**src/logic/lecnt_regs.svh**
```systemverilog
`ifndef LECNT_REGS_SVH
`define LECNT_REGS_SVH

// ---------------------------------------------------------------
// pages
// ---------------------------------------------------------------
`define LECNT_PAGE_MASTER 4'h1
`define LECNT_PAGE_COUNT 4'h4
`define LECNT_PAGE_SLOT_A 4'hA
`define LECNT_PAGE_SLOT_B 4'hB

// ---------------------------------------------------------------
// counter page offsets
// ---------------------------------------------------------------
`define LECNT_OFS_PRBS_ERR 5'h10
`define LECNT_OFS_PRBS_MF 5'h11
`define LECNT_OFS_FAS_ERR 5'h13
`define LECNT_OFS_EBIT_LO 5'h14
`define LECNT_OFS_EBIT_HI 5'h15
`define LECNT_OFS_BPV_LO 5'h16
`define LECNT_OFS_BPV_HI 5'h17
`define LECNT_OFS_CRC_LO 5'h18
`define LECNT_OFS_CRC_HI 5'h19
`define LECNT_OFS_OVF_LATCH 5'h1F

// ---------------------------------------------------------------
// master control page offsets
// ---------------------------------------------------------------
`define LECNT_OFS_INJECT 5'h19
`define LECNT_OFS_RESET_CTRL 5'h1A
`define LECNT_OFS_MASK_ONE 5'h1C
`define LECNT_OFS_MASK_TWO 5'h1D

// ---------------------------------------------------------------
// field positions
// ---------------------------------------------------------------
`define LECNT_BIT_COUNTER_CLEAR 4
`define LECNT_M1_FAS 7
`define LECNT_M1_CRC 6
`define LECNT_M1_EBIT 5
`define LECNT_M1_BPV 3
`define LECNT_M2_PRBS 7
`define LECNT_M2_CRC 6
`define LECNT_M2_BPV 3
`define LECNT_M2_FAS 2
`define LECNT_M2_EBIT 0
`define LECNT_OV_PRBS 0
`define LECNT_OV_FAS 1
`define LECNT_OV_EBIT 2
`define LECNT_OV_BPV 3
`define LECNT_OV_CRC 4

// ---------------------------------------------------------------
// limits and reset values
// ---------------------------------------------------------------
`define LECNT_MAX16 16'hFFFF
`define LECNT_MAX10 16'h03FF
`define LECNT_MF_BUDGET 2'h2
`define LECNT_REG_RESET 8'h00
`define LECNT_T1_SLOTS 6'h18

`endif

```
**src/logic/lecnt_pkg.sv**
```systemverilog
package lecnt_pkg;

  // receive error events, one-cycle pulses from framing and decoding
  typedef struct packed {
    logic crcErr;
    logic violationErr;
    logic prbsErr;
    logic crcMultiframe;
    logic alignErr;
    logic farEndBlockErr;
  } lecnt_events_t;

  // transmit error injection controls
  typedef struct packed {
    logic injectViolation;
    logic injectChecksumError;
    logic injectFramingError;
    logic injectSignalingOrNonAlignError;
    logic injectPayloadError;
    logic injectSignalLoss;
    logic zeroSubstAllowed;
  } lecnt_inject_t;

  // decoded register selection
  typedef enum logic [2:0] {
    LECNT_SEL_NONE = 3'b000,
    LECNT_SEL_COUNT = 3'b001,
    LECNT_SEL_MASTER = 3'b010,
    LECNT_SEL_SLOT = 3'b011
  } lecnt_sel_t;

endpackage

```
**src/logic/lecnt_link_error_counters.sv**
```systemverilog
`timescale 1ns/1ps
`include "lecnt_regs.svh"

module lecnt_link_error_counters #(
  parameter int SLOTS = 32
) (
  // clock and reset
  input wire logic clk,
  input wire logic rst_b,
  // mode configuration
  input wire logic t1Mode,
  input wire logic esfLinks,
  input wire logic zeroSubstEnable,
  // receive events
  input wire lecnt_pkg::lecnt_events_t rxEvents,
  // microport
  input wire logic [3:0] page,
  input wire logic [4:0] addr,
  input wire logic [7:0] wrData,
  input wire logic wrStb,
  input wire logic rdStb,
  output logic [7:0] rdData_q,
  // interrupt pulses, bit positions follow the mask words
  output logic [7:0] eventIrq_q,
  output logic [7:0] overflowIrq_q,
  // transmit error injection
  output lecnt_pkg::lecnt_inject_t inject_q,
  // timeslot control lookup for the data path
  input wire logic [4:0] slotSel,
  output logic [7:0] slotCtrl_q
);

  // ---------------------------------------------------------------
  // helpers
  // ---------------------------------------------------------------
  // increment with wrap at a given maximum
  function automatic logic [15:0] wrapInc(input logic [15:0] v, input logic [15:0] max);
    wrapInc = (v == max) ? 16'h0000 : v + 16'h0001;
  endfunction

  // true when an increment wraps the count
  function automatic logic wraps(input logic inc, input logic [15:0] v, input logic [15:0] max);
    wraps = inc && (v == max);
  endfunction

  // ---------------------------------------------------------------
  // register decode
  // ---------------------------------------------------------------
  lecnt_pkg::lecnt_sel_t sel; // which register group is addressed
  logic [4:0] slotIdx; // timeslot addressed on the slot pages
  logic slotValid; // slot exists in the current mode
  logic wrCnt; // write to counter page
  logic wrMst; // write to master page

  // map page to register group
  always_comb begin
    case (page)
      `LECNT_PAGE_COUNT: sel = lecnt_pkg::LECNT_SEL_COUNT;
      `LECNT_PAGE_MASTER: sel = lecnt_pkg::LECNT_SEL_MASTER;
      `LECNT_PAGE_SLOT_A, `LECNT_PAGE_SLOT_B: sel = lecnt_pkg::LECNT_SEL_SLOT;
      default: sel = lecnt_pkg::LECNT_SEL_NONE;
    endcase
  end

  // slot pages: page A holds 0..15, page B holds 16..31
  assign slotIdx = {page == `LECNT_PAGE_SLOT_B, addr[3:0]};
  assign slotValid = (sel == lecnt_pkg::LECNT_SEL_SLOT) && !addr[4] &&
                     (!t1Mode || ({1'b0, slotIdx} < `LECNT_T1_SLOTS));
  assign wrCnt = wrStb && (sel == lecnt_pkg::LECNT_SEL_COUNT);
  assign wrMst = wrStb && (sel == lecnt_pkg::LECNT_SEL_MASTER);

  // ---------------------------------------------------------------
  // master control registers
  // ---------------------------------------------------------------
  logic [7:0] injectCtrl_q; // error injection control
  logic [7:0] resetCtrl_q; // reset control, counter clear bit
  logic [7:0] maskOne_q; // event interrupt enables
  logic [7:0] maskTwo_q; // overflow interrupt enables
  logic counter_clear; // counters held at zero

  // host writes to master page
  always_ff @(posedge clk) begin
    if (!rst_b) begin
      injectCtrl_q <= `LECNT_REG_RESET;
      resetCtrl_q <= `LECNT_REG_RESET;
      maskOne_q <= `LECNT_REG_RESET;
      maskTwo_q <= `LECNT_REG_RESET;
    end else if (wrMst) begin
      case (addr)
        `LECNT_OFS_INJECT: injectCtrl_q <= wrData;
        `LECNT_OFS_RESET_CTRL: resetCtrl_q <= wrData;
        `LECNT_OFS_MASK_ONE: maskOne_q <= wrData;
        `LECNT_OFS_MASK_TWO: maskTwo_q <= wrData;
        default: ;
      endcase
    end
  end
  assign counter_clear = resetCtrl_q[`LECNT_BIT_COUNTER_CLEAR];

  // ---------------------------------------------------------------
  // increment qualifiers
  // ---------------------------------------------------------------
  logic [1:0] crcBudget_q; // CRC-4 increments left this multiframe
  logic [1:0] ebitBudget_q; // far-end increments left this multiframe
  logic crcInc; // CRC counter advances
  logic bpvInc; // violation counter advances
  logic fasInc; // alignment error counter advances
  logic ebitInc; // far-end counter advances
  logic [15:0] crcMax; // CRC counter wrap point by mode

  assign crcInc = !counter_clear && !(wrCnt && (addr | 5'h01) == `LECNT_OFS_CRC_HI) &&
                  (t1Mode ? (esfLinks && rxEvents.crcErr)
                          : (rxEvents.crcErr && crcBudget_q != 2'h0));
  assign bpvInc = !counter_clear && !(wrCnt && (addr | 5'h01) == `LECNT_OFS_BPV_HI) &&
                  rxEvents.violationErr;
  assign fasInc = !counter_clear && !(wrCnt && addr == `LECNT_OFS_FAS_ERR) &&
                  !t1Mode && rxEvents.alignErr;
  assign ebitInc = !counter_clear && !(wrCnt && (addr | 5'h01) == `LECNT_OFS_EBIT_HI) &&
                   !t1Mode && rxEvents.farEndBlockErr && ebitBudget_q != 2'h0;
  assign crcMax = t1Mode ? `LECNT_MAX16 : `LECNT_MAX10;

  // per-multiframe budgets refill at each multiframe boundary
  always_ff @(posedge clk) begin
    if (!rst_b) begin
      crcBudget_q <= `LECNT_MF_BUDGET;
      ebitBudget_q <= `LECNT_MF_BUDGET;
    end else begin
      if (rxEvents.crcMultiframe) begin
        crcBudget_q <= `LECNT_MF_BUDGET;
        ebitBudget_q <= `LECNT_MF_BUDGET;
      end else begin
        if (crcInc && !t1Mode) begin
          crcBudget_q <= crcBudget_q - 2'h1;
        end
        if (ebitInc) begin
          ebitBudget_q <= ebitBudget_q - 2'h1;
        end
      end
    end
  end

  // ---------------------------------------------------------------
  // error counters
  // ---------------------------------------------------------------
  logic [15:0] crcCnt_q; // CRC-6 or CRC-4 errors
  logic [15:0] bpvCnt_q; // line code violations
  logic [15:0] ebitCnt_q; // far-end block errors, 10 bits used
  logic [7:0] fasCnt_q; // errored alignment words
  logic [7:0] prbsCnt_q; // test-sequence errors
  logic [7:0] mfCnt_q; // received CRC multiframes

  // CRC counter: host load per byte, else wrap-around count
  always_ff @(posedge clk) begin
    if (!rst_b || counter_clear) begin
      crcCnt_q <= 16'h0000;
    end else if (wrCnt && addr == `LECNT_OFS_CRC_LO) begin
      crcCnt_q[7:0] <= wrData;
    end else if (wrCnt && addr == `LECNT_OFS_CRC_HI) begin
      crcCnt_q[15:8] <= t1Mode ? wrData : {6'h00, wrData[1:0]};
    end else if (crcInc) begin
      crcCnt_q <= wrapInc(crcCnt_q, crcMax);
    end
  end

  // violation counter: host loads low or high byte alone, in either order
  always_ff @(posedge clk) begin
    if (!rst_b || counter_clear) begin
      bpvCnt_q <= 16'h0000;
    end else if (wrCnt && addr == `LECNT_OFS_BPV_LO) begin
      bpvCnt_q[7:0] <= wrData;
    end else if (wrCnt && addr == `LECNT_OFS_BPV_HI) begin
      bpvCnt_q[15:8] <= wrData;
    end else if (bpvInc) begin
      bpvCnt_q <= wrapInc(bpvCnt_q, `LECNT_MAX16);
    end
  end

  // far-end block error counter, ten bits over two addresses
  always_ff @(posedge clk) begin
    if (!rst_b || counter_clear) begin
      ebitCnt_q <= 16'h0000;
    end else if (wrCnt && addr == `LECNT_OFS_EBIT_LO) begin
      ebitCnt_q[7:0] <= wrData;
    end else if (wrCnt && addr == `LECNT_OFS_EBIT_HI) begin
      ebitCnt_q[15:8] <= {6'h00, wrData[1:0]};
    end else if (ebitInc) begin
      ebitCnt_q <= wrapInc(ebitCnt_q, `LECNT_MAX10);
    end
  end

  // errored alignment word counter
  always_ff @(posedge clk) begin
    if (!rst_b || counter_clear) begin
      fasCnt_q <= 8'h00;
    end else if (wrCnt && addr == `LECNT_OFS_FAS_ERR) begin
      fasCnt_q <= wrData;
    end else if (fasInc) begin
      fasCnt_q <= fasCnt_q + 8'h01;
    end
  end

  // test-sequence error counter
  always_ff @(posedge clk) begin
    if (!rst_b || counter_clear) begin
      prbsCnt_q <= 8'h00;
    end else if (wrCnt && addr == `LECNT_OFS_PRBS_ERR) begin
      prbsCnt_q <= wrData;
    end else if (rxEvents.prbsErr) begin
      prbsCnt_q <= prbsCnt_q + 8'h01;
    end
  end

  // multiframe counter: cleared by error-count write, loadable
  always_ff @(posedge clk) begin
    if (!rst_b || counter_clear) begin
      mfCnt_q <= 8'h00;
    end else if (wrCnt && addr == `LECNT_OFS_PRBS_ERR) begin
      mfCnt_q <= 8'h00;
    end else if (wrCnt && addr == `LECNT_OFS_PRBS_MF) begin
      mfCnt_q <= wrData;
    end else if (rxEvents.crcMultiframe) begin
      mfCnt_q <= mfCnt_q + 8'h01;
    end
  end

  // ---------------------------------------------------------------
  // overflow detection
  // ---------------------------------------------------------------
  logic [7:0] ovfNow; // overflows this cycle, latch bit order
  logic ovfRead; // host reads the overflow latch
  logic [7:0] ovfLatch_q; // sticky overflow bits

  // wraps count only when that counter itself advances, not held or loaded
  always_comb begin
    ovfNow = 8'h00;
    ovfNow[`LECNT_OV_PRBS] = !counter_clear && !(wrCnt && addr == `LECNT_OFS_PRBS_ERR) &&
                             rxEvents.prbsErr && prbsCnt_q == 8'hFF;
    ovfNow[`LECNT_OV_FAS] = fasInc && fasCnt_q == 8'hFF;
    ovfNow[`LECNT_OV_EBIT] = wraps(ebitInc, ebitCnt_q, `LECNT_MAX10);
    ovfNow[`LECNT_OV_BPV] = wraps(bpvInc, bpvCnt_q, `LECNT_MAX16);
    ovfNow[`LECNT_OV_CRC] = wraps(crcInc, crcCnt_q, crcMax);
  end
  assign ovfRead = rdStb && sel == lecnt_pkg::LECNT_SEL_COUNT && addr == `LECNT_OFS_OVF_LATCH;

  // read clears, a new overflow in the same cycle wins
  always_ff @(posedge clk) begin
    if (!rst_b) begin
      ovfLatch_q <= 8'h00;
    end else begin
      ovfLatch_q <= (ovfRead ? 8'h00 : ovfLatch_q) | ovfNow;
    end
  end

  // ---------------------------------------------------------------
  // interrupt pulses
  // ---------------------------------------------------------------
  // event pulses fire when the CRC, violation, alignment or far-end counter advances, not on host loads
  always_ff @(posedge clk) begin
    if (!rst_b) begin
      eventIrq_q <= 8'h00;
      overflowIrq_q <= 8'h00;
    end else begin
      eventIrq_q <= 8'h00;
      eventIrq_q[`LECNT_M1_CRC] <= crcInc && maskOne_q[`LECNT_M1_CRC];
      eventIrq_q[`LECNT_M1_BPV] <= bpvInc && maskOne_q[`LECNT_M1_BPV];
      eventIrq_q[`LECNT_M1_FAS] <= fasInc && maskOne_q[`LECNT_M1_FAS];
      eventIrq_q[`LECNT_M1_EBIT] <= ebitInc && maskOne_q[`LECNT_M1_EBIT];
      overflowIrq_q <= 8'h00;
      overflowIrq_q[`LECNT_M2_CRC] <= ovfNow[`LECNT_OV_CRC] && maskTwo_q[`LECNT_M2_CRC];
      overflowIrq_q[`LECNT_M2_BPV] <= ovfNow[`LECNT_OV_BPV] && maskTwo_q[`LECNT_M2_BPV];
      overflowIrq_q[`LECNT_M2_PRBS] <= ovfNow[`LECNT_OV_PRBS] && maskTwo_q[`LECNT_M2_PRBS];
      overflowIrq_q[`LECNT_M2_FAS] <= ovfNow[`LECNT_OV_FAS] && maskTwo_q[`LECNT_M2_FAS];
      overflowIrq_q[`LECNT_M2_EBIT] <= ovfNow[`LECNT_OV_EBIT] && maskTwo_q[`LECNT_M2_EBIT];
    end
  end

  // ---------------------------------------------------------------
  // error injection outputs
  // ---------------------------------------------------------------
  // bit 0 violation, 1 checksum, 2 framing/alignment, 3 signaling/non-alignment,
  // 4 payload, 5 signal loss; same bits serve both modes
  always_ff @(posedge clk) begin
    if (!rst_b) begin
      inject_q <= '0;
    end else begin
      inject_q.injectViolation <= injectCtrl_q[0];
      inject_q.injectChecksumError <= injectCtrl_q[1];
      inject_q.injectFramingError <= injectCtrl_q[2];
      inject_q.injectSignalingOrNonAlignError <= injectCtrl_q[3];
      inject_q.injectPayloadError <= injectCtrl_q[4];
      inject_q.injectSignalLoss <= injectCtrl_q[5];
      // signal loss suppresses B8ZS or HDB3 substitution
      inject_q.zeroSubstAllowed <= zeroSubstEnable && !injectCtrl_q[5];
    end
  end

  // ---------------------------------------------------------------
  // timeslot control words
  // ---------------------------------------------------------------
  logic [7:0] slotMem_q [SLOTS]; // one control word per timeslot
  // host writes, clear channel bit stored as zero by writes made in E1
  always_ff @(posedge clk) begin
    if (!rst_b) begin
      for (int i = 0; i < SLOTS; i++) begin
        slotMem_q[i] <= `LECNT_REG_RESET;
      end
    end else if (wrStb && slotValid) begin
      slotMem_q[slotIdx] <= {wrData[7:1], wrData[0] && t1Mode};
    end
  end

  // lookup for the data path, word n steers tx slot and rx channel n
  always_ff @(posedge clk) begin
    if (!rst_b) begin
      slotCtrl_q <= 8'h00;
    end else if (t1Mode && {1'b0, slotSel} >= `LECNT_T1_SLOTS) begin
      slotCtrl_q <= 8'h00;
    end else begin
      slotCtrl_q <= slotMem_q[slotSel];
    end
  end

  // ---------------------------------------------------------------
  // read data
  // ---------------------------------------------------------------
  logic [7:0] rdMux; // selected register value
  // unmapped locations read zero
  always_comb begin
    rdMux = 8'h00;
    case (sel)
      lecnt_pkg::LECNT_SEL_COUNT: begin
        case (addr)
          `LECNT_OFS_PRBS_ERR: rdMux = prbsCnt_q;
          `LECNT_OFS_PRBS_MF: rdMux = mfCnt_q;
          `LECNT_OFS_FAS_ERR: rdMux = fasCnt_q;
          `LECNT_OFS_EBIT_LO: rdMux = ebitCnt_q[7:0];
          `LECNT_OFS_EBIT_HI: rdMux = ebitCnt_q[15:8];
          `LECNT_OFS_BPV_LO: rdMux = bpvCnt_q[7:0];
          `LECNT_OFS_BPV_HI: rdMux = bpvCnt_q[15:8];
          `LECNT_OFS_CRC_LO: rdMux = crcCnt_q[7:0];
          `LECNT_OFS_CRC_HI: rdMux = crcCnt_q[15:8];
          `LECNT_OFS_OVF_LATCH: rdMux = ovfLatch_q;
          default: rdMux = 8'h00;
        endcase
      end
      lecnt_pkg::LECNT_SEL_MASTER: begin
        case (addr)
          `LECNT_OFS_INJECT: rdMux = injectCtrl_q;
          `LECNT_OFS_RESET_CTRL: rdMux = resetCtrl_q;
          `LECNT_OFS_MASK_ONE: rdMux = maskOne_q;
          `LECNT_OFS_MASK_TWO: rdMux = maskTwo_q;
          default: rdMux = 8'h00;
        endcase
      end
      lecnt_pkg::LECNT_SEL_SLOT: begin
        rdMux = slotValid ? slotMem_q[slotIdx] : 8'h00;
      end
      default: rdMux = 8'h00;
    endcase
  end

  // read data captured on the read strobe and held
  always_ff @(posedge clk) begin
    if (!rst_b) begin
      rdData_q <= 8'h00;
    end else if (rdStb) begin
      rdData_q <= rdMux;
    end
  end

endmodule // lecnt_link_error_counters

```
**config.mk**
```make
export PLATFORM = sky130hd
export DESIGN_NAME = lecnt_link_error_counters
export DESIGN_NICKNAME = d
export VERILOG_FILES = /design/src/logic/lecnt_pkg.sv /design/src/logic/lecnt_link_error_counters.sv
export VERILOG_INCLUDE_DIRS = /design/src /design/src/logic
export SDC_FILE = /design/constraint.sdc
export NUM_CORES = 1
export LEC_CHECK = 0
export BUFFER_PORTS_ARGS = -buffer_cell sky130_fd_sc_hd__buf_2
export CORE_ASPECT_RATIO = 1.4
export CORE_MARGIN = 3
export CORE_UTILIZATION = 27
export DETAILED_ROUTE_END_ITERATION = 12
export PLACE_DENSITY = 0.39
export SLEW_MARGIN = 0
export SYNTH_ARGS = -nofsm -noshare
export SYNTH_HDL_FRONTEND = slang
export SYNTH_SLANG_ARGS = --single-unit
```
**constraint.sdc**
```tcl
create_clock -name clk -period 2.7 [get_ports clk]
set_input_delay 0.27 -clock clk [delete_from_list [all_inputs] [get_ports clk]]
set_output_delay 0.27 -clock clk [all_outputs]
set_load 0.05 [all_outputs]
```
# [Yosys cells after proc, flatten, opt, wreduce, memory -nomap -nowiden]
# Memory sizes are Yosys's and may differ from the RTL's. A register that Yosys moved wholly into a read port is not among the register bits.
# Index checks and enable logic that the tools add are counted.
[word_totals] ff_bits=147 ram_bits=256 in_bits=35 out_inout_bits=39 word_cells=202 memories=1
[mem_list] memory="slotMem_q" words=32 width=8 read_ports=2 rd_clocked_by_memory_dff=1 write_ports=32 line="lecnt_link_error_counters.sv:300" rtl="logic [7:0] slotMem_q [SLOTS];"
[classes] add_sub_neg=8 n_lt_le_gt_ge=2 n_eq_ne=31 n_mux=37 bitwise=5 n_reduce_logical=90
[ops] operator="2-to-1 mux 8 bit" count=19
[ops] operator="2-to-1 mux 16 bit" count=7
[ops] operator="one-hot mux 8 bit (10 select lines)" count=1
[ops] operator="== test 5 bit (second input constant)" count=13
[ops] operator="logical AND 1 bit" count=52
[ops] operator="adder 16 x 1 -> 16 bit (second input constant)" count=3
[ops] operator="one-hot mux 8 bit (4 select lines)" count=1
[ops] operator="adder 8 x 1 -> 8 bit (second input constant)" count=3
[ops] operator="one-hot mux 8 bit (3 select lines)" count=1
[ops] operator="nonzero test 2 bit" count=11
[ops] operator="== test 4 bit (second input constant)" count=5
[ops] operator="AND reduction 2 bit" count=10
[ops] operator="== test 16 x 10 -> 1 bit (second input constant)" count=1
[ops] operator="== test 16 bit" count=1
[ops] operator="== test 16 bit (second input constant)" count=1
[ops] operator="== test 8 bit (second input constant)" count=2
[ops] operator="zero test 1 bit" count=10
[ops] operator="bitwise OR 8 x 5 -> 8 bit" count=1
[ops] operator="OR reduction 2 bit" count=4
[ops] operator="OR reduction 8 bit" count=1
[ops] operator="2-to-1 mux 1 bit" count=6
[ops] operator="!= test 2 bit (second input constant)" count=3
[ops] operator="one-hot mux 2 bit (3 select lines)" count=1
[ops] operator=">= comparator 5 bit (second input constant)" count=1
[ops] operator="other kinds (9)" count=15

# [Logic depth before layout (Yosys ltp)]
# Gate-level depths: netlist (run 1).
[logic_depth] ltp_word=14 depth_mapped=10 ltp_nobuf=8

# [Least setup slack after synthesis (run 1)]
# Ideal clock, no wire load.
[synth_path] path_kind="input-to-reg" startpoint="input port addr[0]" endpoint="memory slotMem_q[23][0], enable pin" setup_ns=0.384 arrival_ns=2.298 t_required_ns=2.316 slack_ns=0.018 path_stages=8 path_buffers=6 cell_sequence="buf_4 -> buf_4 -> buf_4 -> buf_2 -> buf_4 -> nand3_1 -> clkbuf_1 -> o21ai_0"
[synth_lines] item="from (decl)" line="lecnt_link_error_counters.sv:18" rtl="input wire logic [4:0] addr,"
[synth_lines] item="to (decl)" line="lecnt_link_error_counters.sv:300"

# [Worst setup path after layout (run 1)]
[layout_path] startpoint="register crcBudget_q[0]" endpoint="register crcCnt_q[3]"
[layout_via] elab_chain_len=6
[layout_rtl] item="from (decl)" line="lecnt_link_error_counters.sv:103" rtl="logic [1:0] crcBudget_q;"
[layout_rtl] item="from (signal assigned)" line="lecnt_link_error_counters.sv:125" rtl="crcBudget_q <= `LECNT_MF_BUDGET;"
[layout_rtl] item="from (signal assigned)" line="lecnt_link_error_counters.sv:129" rtl="crcBudget_q <= `LECNT_MF_BUDGET;"
[layout_rtl] item="from (signal assigned)" line="lecnt_link_error_counters.sv:133" rtl="crcBudget_q <= crcBudget_q - 2'h1;"
[layout_rtl] item="nonzero test 2 bit" line="lecnt_link_error_counters.sv:113" rtl=": (rxEvents.crcErr && crcBudget_q != 2'h0));"
[layout_rtl] item="logical AND 1 bit" line="lecnt_link_error_counters.sv:113"
[layout_rtl] item="2-to-1 mux 1 bit" line="lecnt_link_error_counters.sv:112" rtl="(t1Mode ? (esfLinks && rxEvents.crcErr)"
[layout_rtl] item="logical AND 1 bit" line="lecnt_link_error_counters.sv:111" rtl="assign crcInc = !counter_clear && !(wrCnt && (addr | 5'h01) == `LECNT_OFS_CRC_HI) &&"
[layout_rtl] item="nonzero test 2 bit (no source line)"
[layout_rtl] item="AND reduction 2 bit (no source line)"
[layout_rtl] item="to (signal assigned)" line="lecnt_link_error_counters.sv:157" rtl="crcCnt_q[7:0] <= wrData;"
[layout_rtl] item="to (signal assigned)" line="lecnt_link_error_counters.sv:161" rtl="crcCnt_q <= wrapInc(crcCnt_q, crcMax);"
[layout_rtl] item="to (decl)" line="lecnt_link_error_counters.sv:145" rtl="logic [15:0] crcCnt_q;"
# Every way passes these cells.
# A chain may end at the register's enable or synchronous reset.

==> results of run 1 <==
## flip-flops by register name, summed over array words and instances (netlist names), 16 cells and up
signal / count
crcCnt_q: 16
ebitCnt_q: 16
slotMem_q: 256
bpvCnt_q: 16
## placed cells by master (no fill, tap or decap), types with 6 or more instances in the layout
master     count
o22ai_1       11
dfxtp_1      145
xnor2_1       21
mux4_2       146
a221oi_1       6
a32oi_1        6
ha_1           8
nor3_1        38
and3_1       135
nand2b_1      10
nor2_1       127
nand4_1       22
clkbuf_1      10
inv_1         12
clkbuf_16     49
buf_12        15
o21ai_0       72
mux2i_1       68
nand2_1      113
mux2_2        10
clkinv_1       7
a31oi_1        8
a21oi_1       47
conb_1        15
nand3_1       39
xor2_1        25
and4_1        10
a22oi_1       19
buf_4        154
and2_1       127
a211oi_1      34
clkinv_2       7
nor2b_1       57
buf_2         62
nor4_1         7
edfxtp_1     256
## power by group
part	switching (mW)	total (mW)	internal, mW
Combinational	1.01	1.68	0.666
Clock	2.69	6.42	3.74
Sequential	0.175	6.92	6.75
## cells by family (layout without fill, tap and decap cells)
group                    count (synthesis)  after routing  share of synthesized area [%]
XOR/XNOR                                46             46                           1.85
buffers and inverters                  191            331                           3.89
AO/OA/AOI/OAI                          262            262                           8.07
flip-flops                             401            401                           48.7
other                                    1             16                         0.0173
AND/OR/NAND/NOR                        726            726                           18.2
adder cells (fa/ha/maj)                  8              8                          0.461
multiplexers                           224            224                           18.8
## Yosys cell counts, types with 4 or more instances
master	count
a21oi_1	47
nand4b_1	4
a22oi_1	19
o211ai_1	5
buf_4	17
dfxtp_1	145
and2_1	127
mux4_2	146
inv_1	12
or3_1	5
o22ai_1	11
xor2_1	25
a31oi_1	8
a311oi_1	4
clkbuf_1	123
nor3_1	39
mux2i_1	68
nand3_1	39
nand2_1	113
buf_2	32
o221ai_1	5
a32oi_1	6
xnor2_1	21
nand2b_1	11
nor2_1	128
and4_1	10
nor2b_1	57
o21ai_0	72
mux2_2	10
nand4_1	22
edfxtp_1	256
a221oi_1	6
o21ai_1	4
a21boi_0	4
nor4_1	7
nand3b_1	5
a211oi_1	34
ha_1	8
and3_1	135
## per-stage QoR
| step | total power [mW] | instances | hold slack [ns] |
|---|---|---|---|
| 4_1_cts | 15.2 | 3067 | 0.00228 |
| 2_1_floorplan | 7.95 | 1873 | 0.393 |
| 5_1_grt | 15.5 | 3067 | 0.0544 |
| 3_5_place_dp | 8.74 | 2980 | 0.456 |
| 3_3_place_gp | 8.73 | 2980 | 0.441 |
| 6_report | 15.0 | 3068 | 0.0313 |
## how the worst min path moves through the flow
| stage | startpoint | endpoint | slack (ns) |
|---|---|---|---|
| 6_report | wrData[0] | ebitCnt_q[0]$_SDFFE_PP0P_ | 0.03 |
| 5_1_grt | wrData[0] | ebitCnt_q[0]$_SDFFE_PP0P_ | 0.05 |
| 4_1_cts | wrData[0] | ebitCnt_q[0]$_SDFFE_PP0P_ | 0.002 |
| 3_5_place_dp | ebitBudget_q[0]$_SDFFE_PP0P_ | ebitBudget_q[0]$_SDFFE_PP0P_ | 0.46 |
| 3_3_place_gp | ebitBudget_q[0]$_SDFFE_PP0P_ | ebitBudget_q[0]$_SDFFE_PP0P_ | 0.44 |
| 2_1_floorplan | zeroSubstEnable | inject_q[0]$_SDFF_PN0_ | 0.39 |
## routing by layer
metal	up-vias	GRT usage, %
li1	7237	-
met1	8098	22.5
met2	440	37.6
met3	145	2.60
met4	0	9.29
met5	-	0
## worst max-delay path, stage by stage, from the launching register on
cell	delay, ns
dfxtp_1	0.33
inv_1	0.05
ha_1	0.19
or2_2	0.29
a21oi_2	0.43
and2_0	0.48
o21ai_1	0.13
a221oi_1	0.32
nor2_1	0.08
## layout make-up
type                    count  area, µm²
flip-flops and latches    401      10600
repair buffers            235       1810
well taps                1054       1320
multi-input cells        1281      10400
inverters                  12       45.0
diodes                      1       2.50
clock inverters            23        219
fillers                  8042      53700
clock buffers              61       1290
==> metrics, run 1 <==
detailed placement HPWL between 60000 and 70000 µm; critical path arrival 2.88 ns; final worst setup slack about 0.31 ns; worst slack at placement about 0.15 ns; status finished clean; Mapped Area 21700 µm²; fmax between 400 and 500 MHz; Ys Warns 0; clock slew at reported path FFs 0.07 ns; Top Metal Used met4; RR Endpoint crcCnt_q[3]$_SDFFE_PP0P_; met3 wire len 3130 µm; share of cells above drive strength 1 23.8%; Routed Antenna Nets 0; clk buf depth 3; Synth cell types 85; fin. max-slew vios 0; initial antenna violation count 0; class of the worst hold path in2reg; total CTS buffers 46; Boundary Pins 74; EDFF count, synth roughly 260; top post-synthesis cells by area edfxtp_1, mux4_2, dfxtp_1, and3_1, and2_1; CP Launch Type flip-flop; Syn Area/Cell 11.7 µm²; vias in the first global route between 15000 and 20000; worst-margin pin slew 0.826 ns; Initial Util 27.4%; area leader, netlist edfxtp_1; drt pass-1 iters 7; GRT overflow 0; post-synthesis sequential area ratio 48.7%; CTS tree done; Worst Path Required about 3.2 ns; Worst Reg2Reg Path Length in Cells 8; Post-Syn Instances 1859; skew final 0.0302 ns; wire length on met1 32300 µm; max cap viols 0; drt via density a little over 5; Worst Setup SP crcBudget_q[0]$_SDFFE_PP0P_; Worst VDD drop 500 µV; Util after Layout 32.3%; die area about 84000 µm²; crit path to crcCnt_q[3]$_SDFFE_PP0P_; nets roughly 2000; I/O Buffers 66; design area 25600 µm²; DR iter-0 viols ~1200; H-Tree Depth 2; post-placement cell area 24100 µm²; # rows 122; clock latency on the worst-skew pair 0.60 ns; Synth Register Bits 401; Die Wd between 200 and 250 µm; hold_buf cts 3; Routed WL 85000 µm; ys flop type edfxtp_1; number of remaining DRC errors 0; largest net degree at the start of global routing 82; RePlAce Congestion 0.911; clock root buffer clkbuf_16; crit path max fanout 8; Worst setup EP type flip-flop; clock sink count 401; WHS Path Cells 3; area grow syn2layout 18.0%; core area 79400 µm²; global-route wire length before repair 121000 µm; endpoints failing setup 0; Total GRT Usage 20.1%; reg2reg start crcBudget_q[0]$_SDFFE_PP0P_; post-synth top area share between 30% and 40%; kind of critical path reg2reg; RSZ-0062 raised after global routing no; Tmin final 2.39 ns; number of setup buffers added after CTS 0; post-CTS sizing 0; WL per Instance 27.7 µm; Final period util 88.5%; setup TNS 0 ns; pwr dens 586 nW/µm²; Slew Limit Headroom ~45%; ys async rst share 0%; final hold violation count 0; Die H 342 µm; worst reg2reg setup slack around 0.31 ns; Met2 Wirelength 45300 µm; Pleak between 9 and 10 nW; Vias 15920
(Power assumes the default switching activity.)
==> inputs of run 2 (changes only) <==
Settings changed: CORE_UTILIZATION 27 to 40, PLACE_DENSITY 0.39 to 0.54, REMOVE_ABC_BUFFERS set to 1.
==> run 2 against run 1 <==
Effect of this change:
- via count up 2.6%
- cell area down 3.7%
- clock-buffer cell count down 4
- maximum frequency down 0.98%
- routed wire length down 11%
- critical path depth down 1
- cell count down 13%
- clock power down 13%
- critical path type unchanged
- largest cell class unchanged
- largest power group unchanged
==> metrics, run 2 (synthesized netlist as in run 1, its figures left out) <==
kind of critical path reg2reg; initial antenna violation count 1 (+1); # rows 100 (-18%); clock root buffer clkbuf_16; total CTS buffers 42 (-8.7%); Die H 282 µm (-18%); switching part of the total 25.5% (-0.24 points); Pleak 9.13 nW (-3.0%); DR iter-0 viols 1610 (+38%); fin. max-slew vios 0 (unchanged); Routed WL 76100 µm (-11%); endpoints failing setup 0 (unchanged); Routed Antenna Nets 0 (unchanged); Slew Limit Headroom 35.2% (-9.7 points); Clock Power Share 39.7% (-3.1 points); Die Wd 203 µm (-17%); internal power 10.5 mW (-5.7%); RR Endpoint ebitCnt_q[3]$_SDFFE_PP0P_; fmax 414 MHz (-0.98%); Tmin final 2.41 ns (+0.0236 ns); final hold violation count 0 (unchanged); drt via density 6.09 (+17%); Power Total 14.1 mW (-6.0%); CP Launch Type flip-flop; nets 1979 (-2.0%); RSZ-0062 raised after global routing no; net load switching power 3.61 mW (-6.9%); final worst setup slack 0.287 ns (-0.0236 ns); clock sink count 401 (unchanged); RePlAce Congestion 0.975 (+7.0%); clock latency on the worst-skew pair 0.57 ns (-0.03 ns); area grow syn2layout 13.6%; Worst Reg2Reg Path Length in Cells 7 (-1); drt pass-1 iters 7 (unchanged); combinational share of power 11.2% (about the same); placed insts 2605 (-13%); number of remaining DRC errors 0 (unchanged); Total GRT Usage 26.4% (+6.3 points); Boundary Pins 74 (unchanged); Vias 16341 (+2.6%); vias in the first global route 16496 (+0.92%); Worst VDD drop 396 µV (-21%); H-Tree Depth 2 (unchanged); share of cells above drive strength 1 22.0% (-1.8 points); global-route wire length before repair 111000 µm (-8.3%); ANT cells 0 (-1); class of the worst hold path in2reg; Largest Register slotMem_q; hold path start rxEvents[4]; max cap viols 0 (unchanged); largest net degree at the start of global routing 99 (+21%); Final period util 89.4% (+0.88 points); WHS Path Cells 2 (-1); Worst Path Required 3.13 ns (-0.06 ns); hold_buf cts 1 (-2); Worst setup EP type flip-flop; CTS tree done; number of setup buffers added after CTS 0 (unchanged); WL per Instance 28.4 µm (+2.4%); commonest cells after routing, fill and taps aside edfxtp_1, mux4_2, dfxtp_1, and3_1; worst min-delay path endpoint eventIrq_q[3]$_SDFF_PN0_; Worst Hold Slack 0.0431 ns (+0.0118 ns); clock slew at reported path FFs 0.06 ns (about the same); Sequential Power Share 49.0% (+2.9 points); crit path max fanout 11 (+3); worst-margin pin slew 0.972 ns (+0.146 ns); die area 57200 µm² (-32%); pwr dens 572 nW/µm² (-2.5%); core area 53400 µm² (-33%); reg2reg start ebitCnt_q[0]$_SDFFE_PP0P_; I/O Buffers 66 (unchanged); clk buf depth 3 (unchanged); GRT overflow 0 (unchanged); commonest non-fill, non-tap cell in the layout edfxtp_1; post-CTS sizing 0 (unchanged); critical path arrival 2.84 ns (-0.04 ns); worst slack at placement 0.169 ns (+0.0192 ns); Initial Util 40.7% (+13 points); max FFs per register 256 (unchanged); skew final 0.0117 ns (-0.0184 ns); fin cells 2682 (-13%); status finished clean; detailed placement HPWL 54300 µm (-16%); worst reg2reg setup slack 0.29 ns (-0.02 ns)
run 2: worst max-delay path, stage by stage, from the launching register on:
cell and delay [ns]:
dfxtp_1 0.51, ha_1 0.26, nand3_1 0.20, nor3_1 0.53, a21o_1 0.35, nor2_4 0.12, a32oi_1 0.22, a21oi_1 0.09
run 2: final cells by class:
class	instances	area, µm²
Fill cell	4981	28700
Inverter	12	45.0
Sequential cell	401	10600
Tap cell	714	893
Clock inverter	19	81.3
Multi-Input combinational cell	1281	10400
Clock buffer	57	1210
Timing Repair Buffer	198	1510
run 2: how the worst max path moves through the flow:
| stage | slack [ns] | end | startpoint | cells past startpoint |
|---|---|---|---|---|
| 2_1_floorplan | -0.26 | slotMem_q[20][0]$_SDFFCE_PN0P_ | page[1] | 6 |
| 3_3_place_gp | 0.15 | rdData_q[1]$_SDFFE_PN0P_ | addr[0] | 7 |
| 3_5_place_dp | 0.17 | rdData_q[1]$_SDFFE_PN0P_ | addr[0] | 7 |
| 4_1_cts | 0.33 | ebitCnt_q[3]$_SDFFE_PP0P_ | ebitCnt_q[0]$_SDFFE_PP0P_ | 7 |
| 5_1_grt | 0.11 | ebitCnt_q[3]$_SDFFE_PP0P_ | ebitCnt_q[0]$_SDFFE_PP0P_ | 7 |
| 6_report | 0.29 | ebitCnt_q[3]$_SDFFE_PP0P_ | ebitCnt_q[0]$_SDFFE_PP0P_ | 7 |
run 2: stage by stage:
| step | util [%] | setup TNS, ns | area, µm² |
|---|---|---|---|
| 2_1_floorplan | - | -6.13 | 21000 |
| 3_3_place_gp | 43.8 | 0 | 23400 |
| 3_5_place_dp | 43.8 | 0 | 23400 |
| 4_1_cts | 46.2 | 0 | 24700 |
| 5_1_grt | 46.2 | 0 | 24700 |
| 6_report | 46.2 | 0 | 24700 |
run 2: power by group through the flow:
| stage | combinational, mW | sequential, mW | clock [mW] |
|---|---|---|---|
| floorplan | 0.728 | 7.00 | 0 |
| detailed placement | 1.58 | 7.05 | 0 |
| CTS | 1.58 | 6.92 | 5.72 |
| global placement | 1.58 | 7.04 | 0 |
| global route | 1.65 | 6.94 | 5.95 |
| finish | 1.58 | 6.92 | 5.61 |
run 2: per-layer routing:
metal	up-vias	share of wire (%)	GRT usage, %
met2	695	51	47.1
met4	2	6.6	15.3
met5	-	0.017	0
met3	199	5.8	3.53
li1	7155	-	-
met1	8290	37	30.5
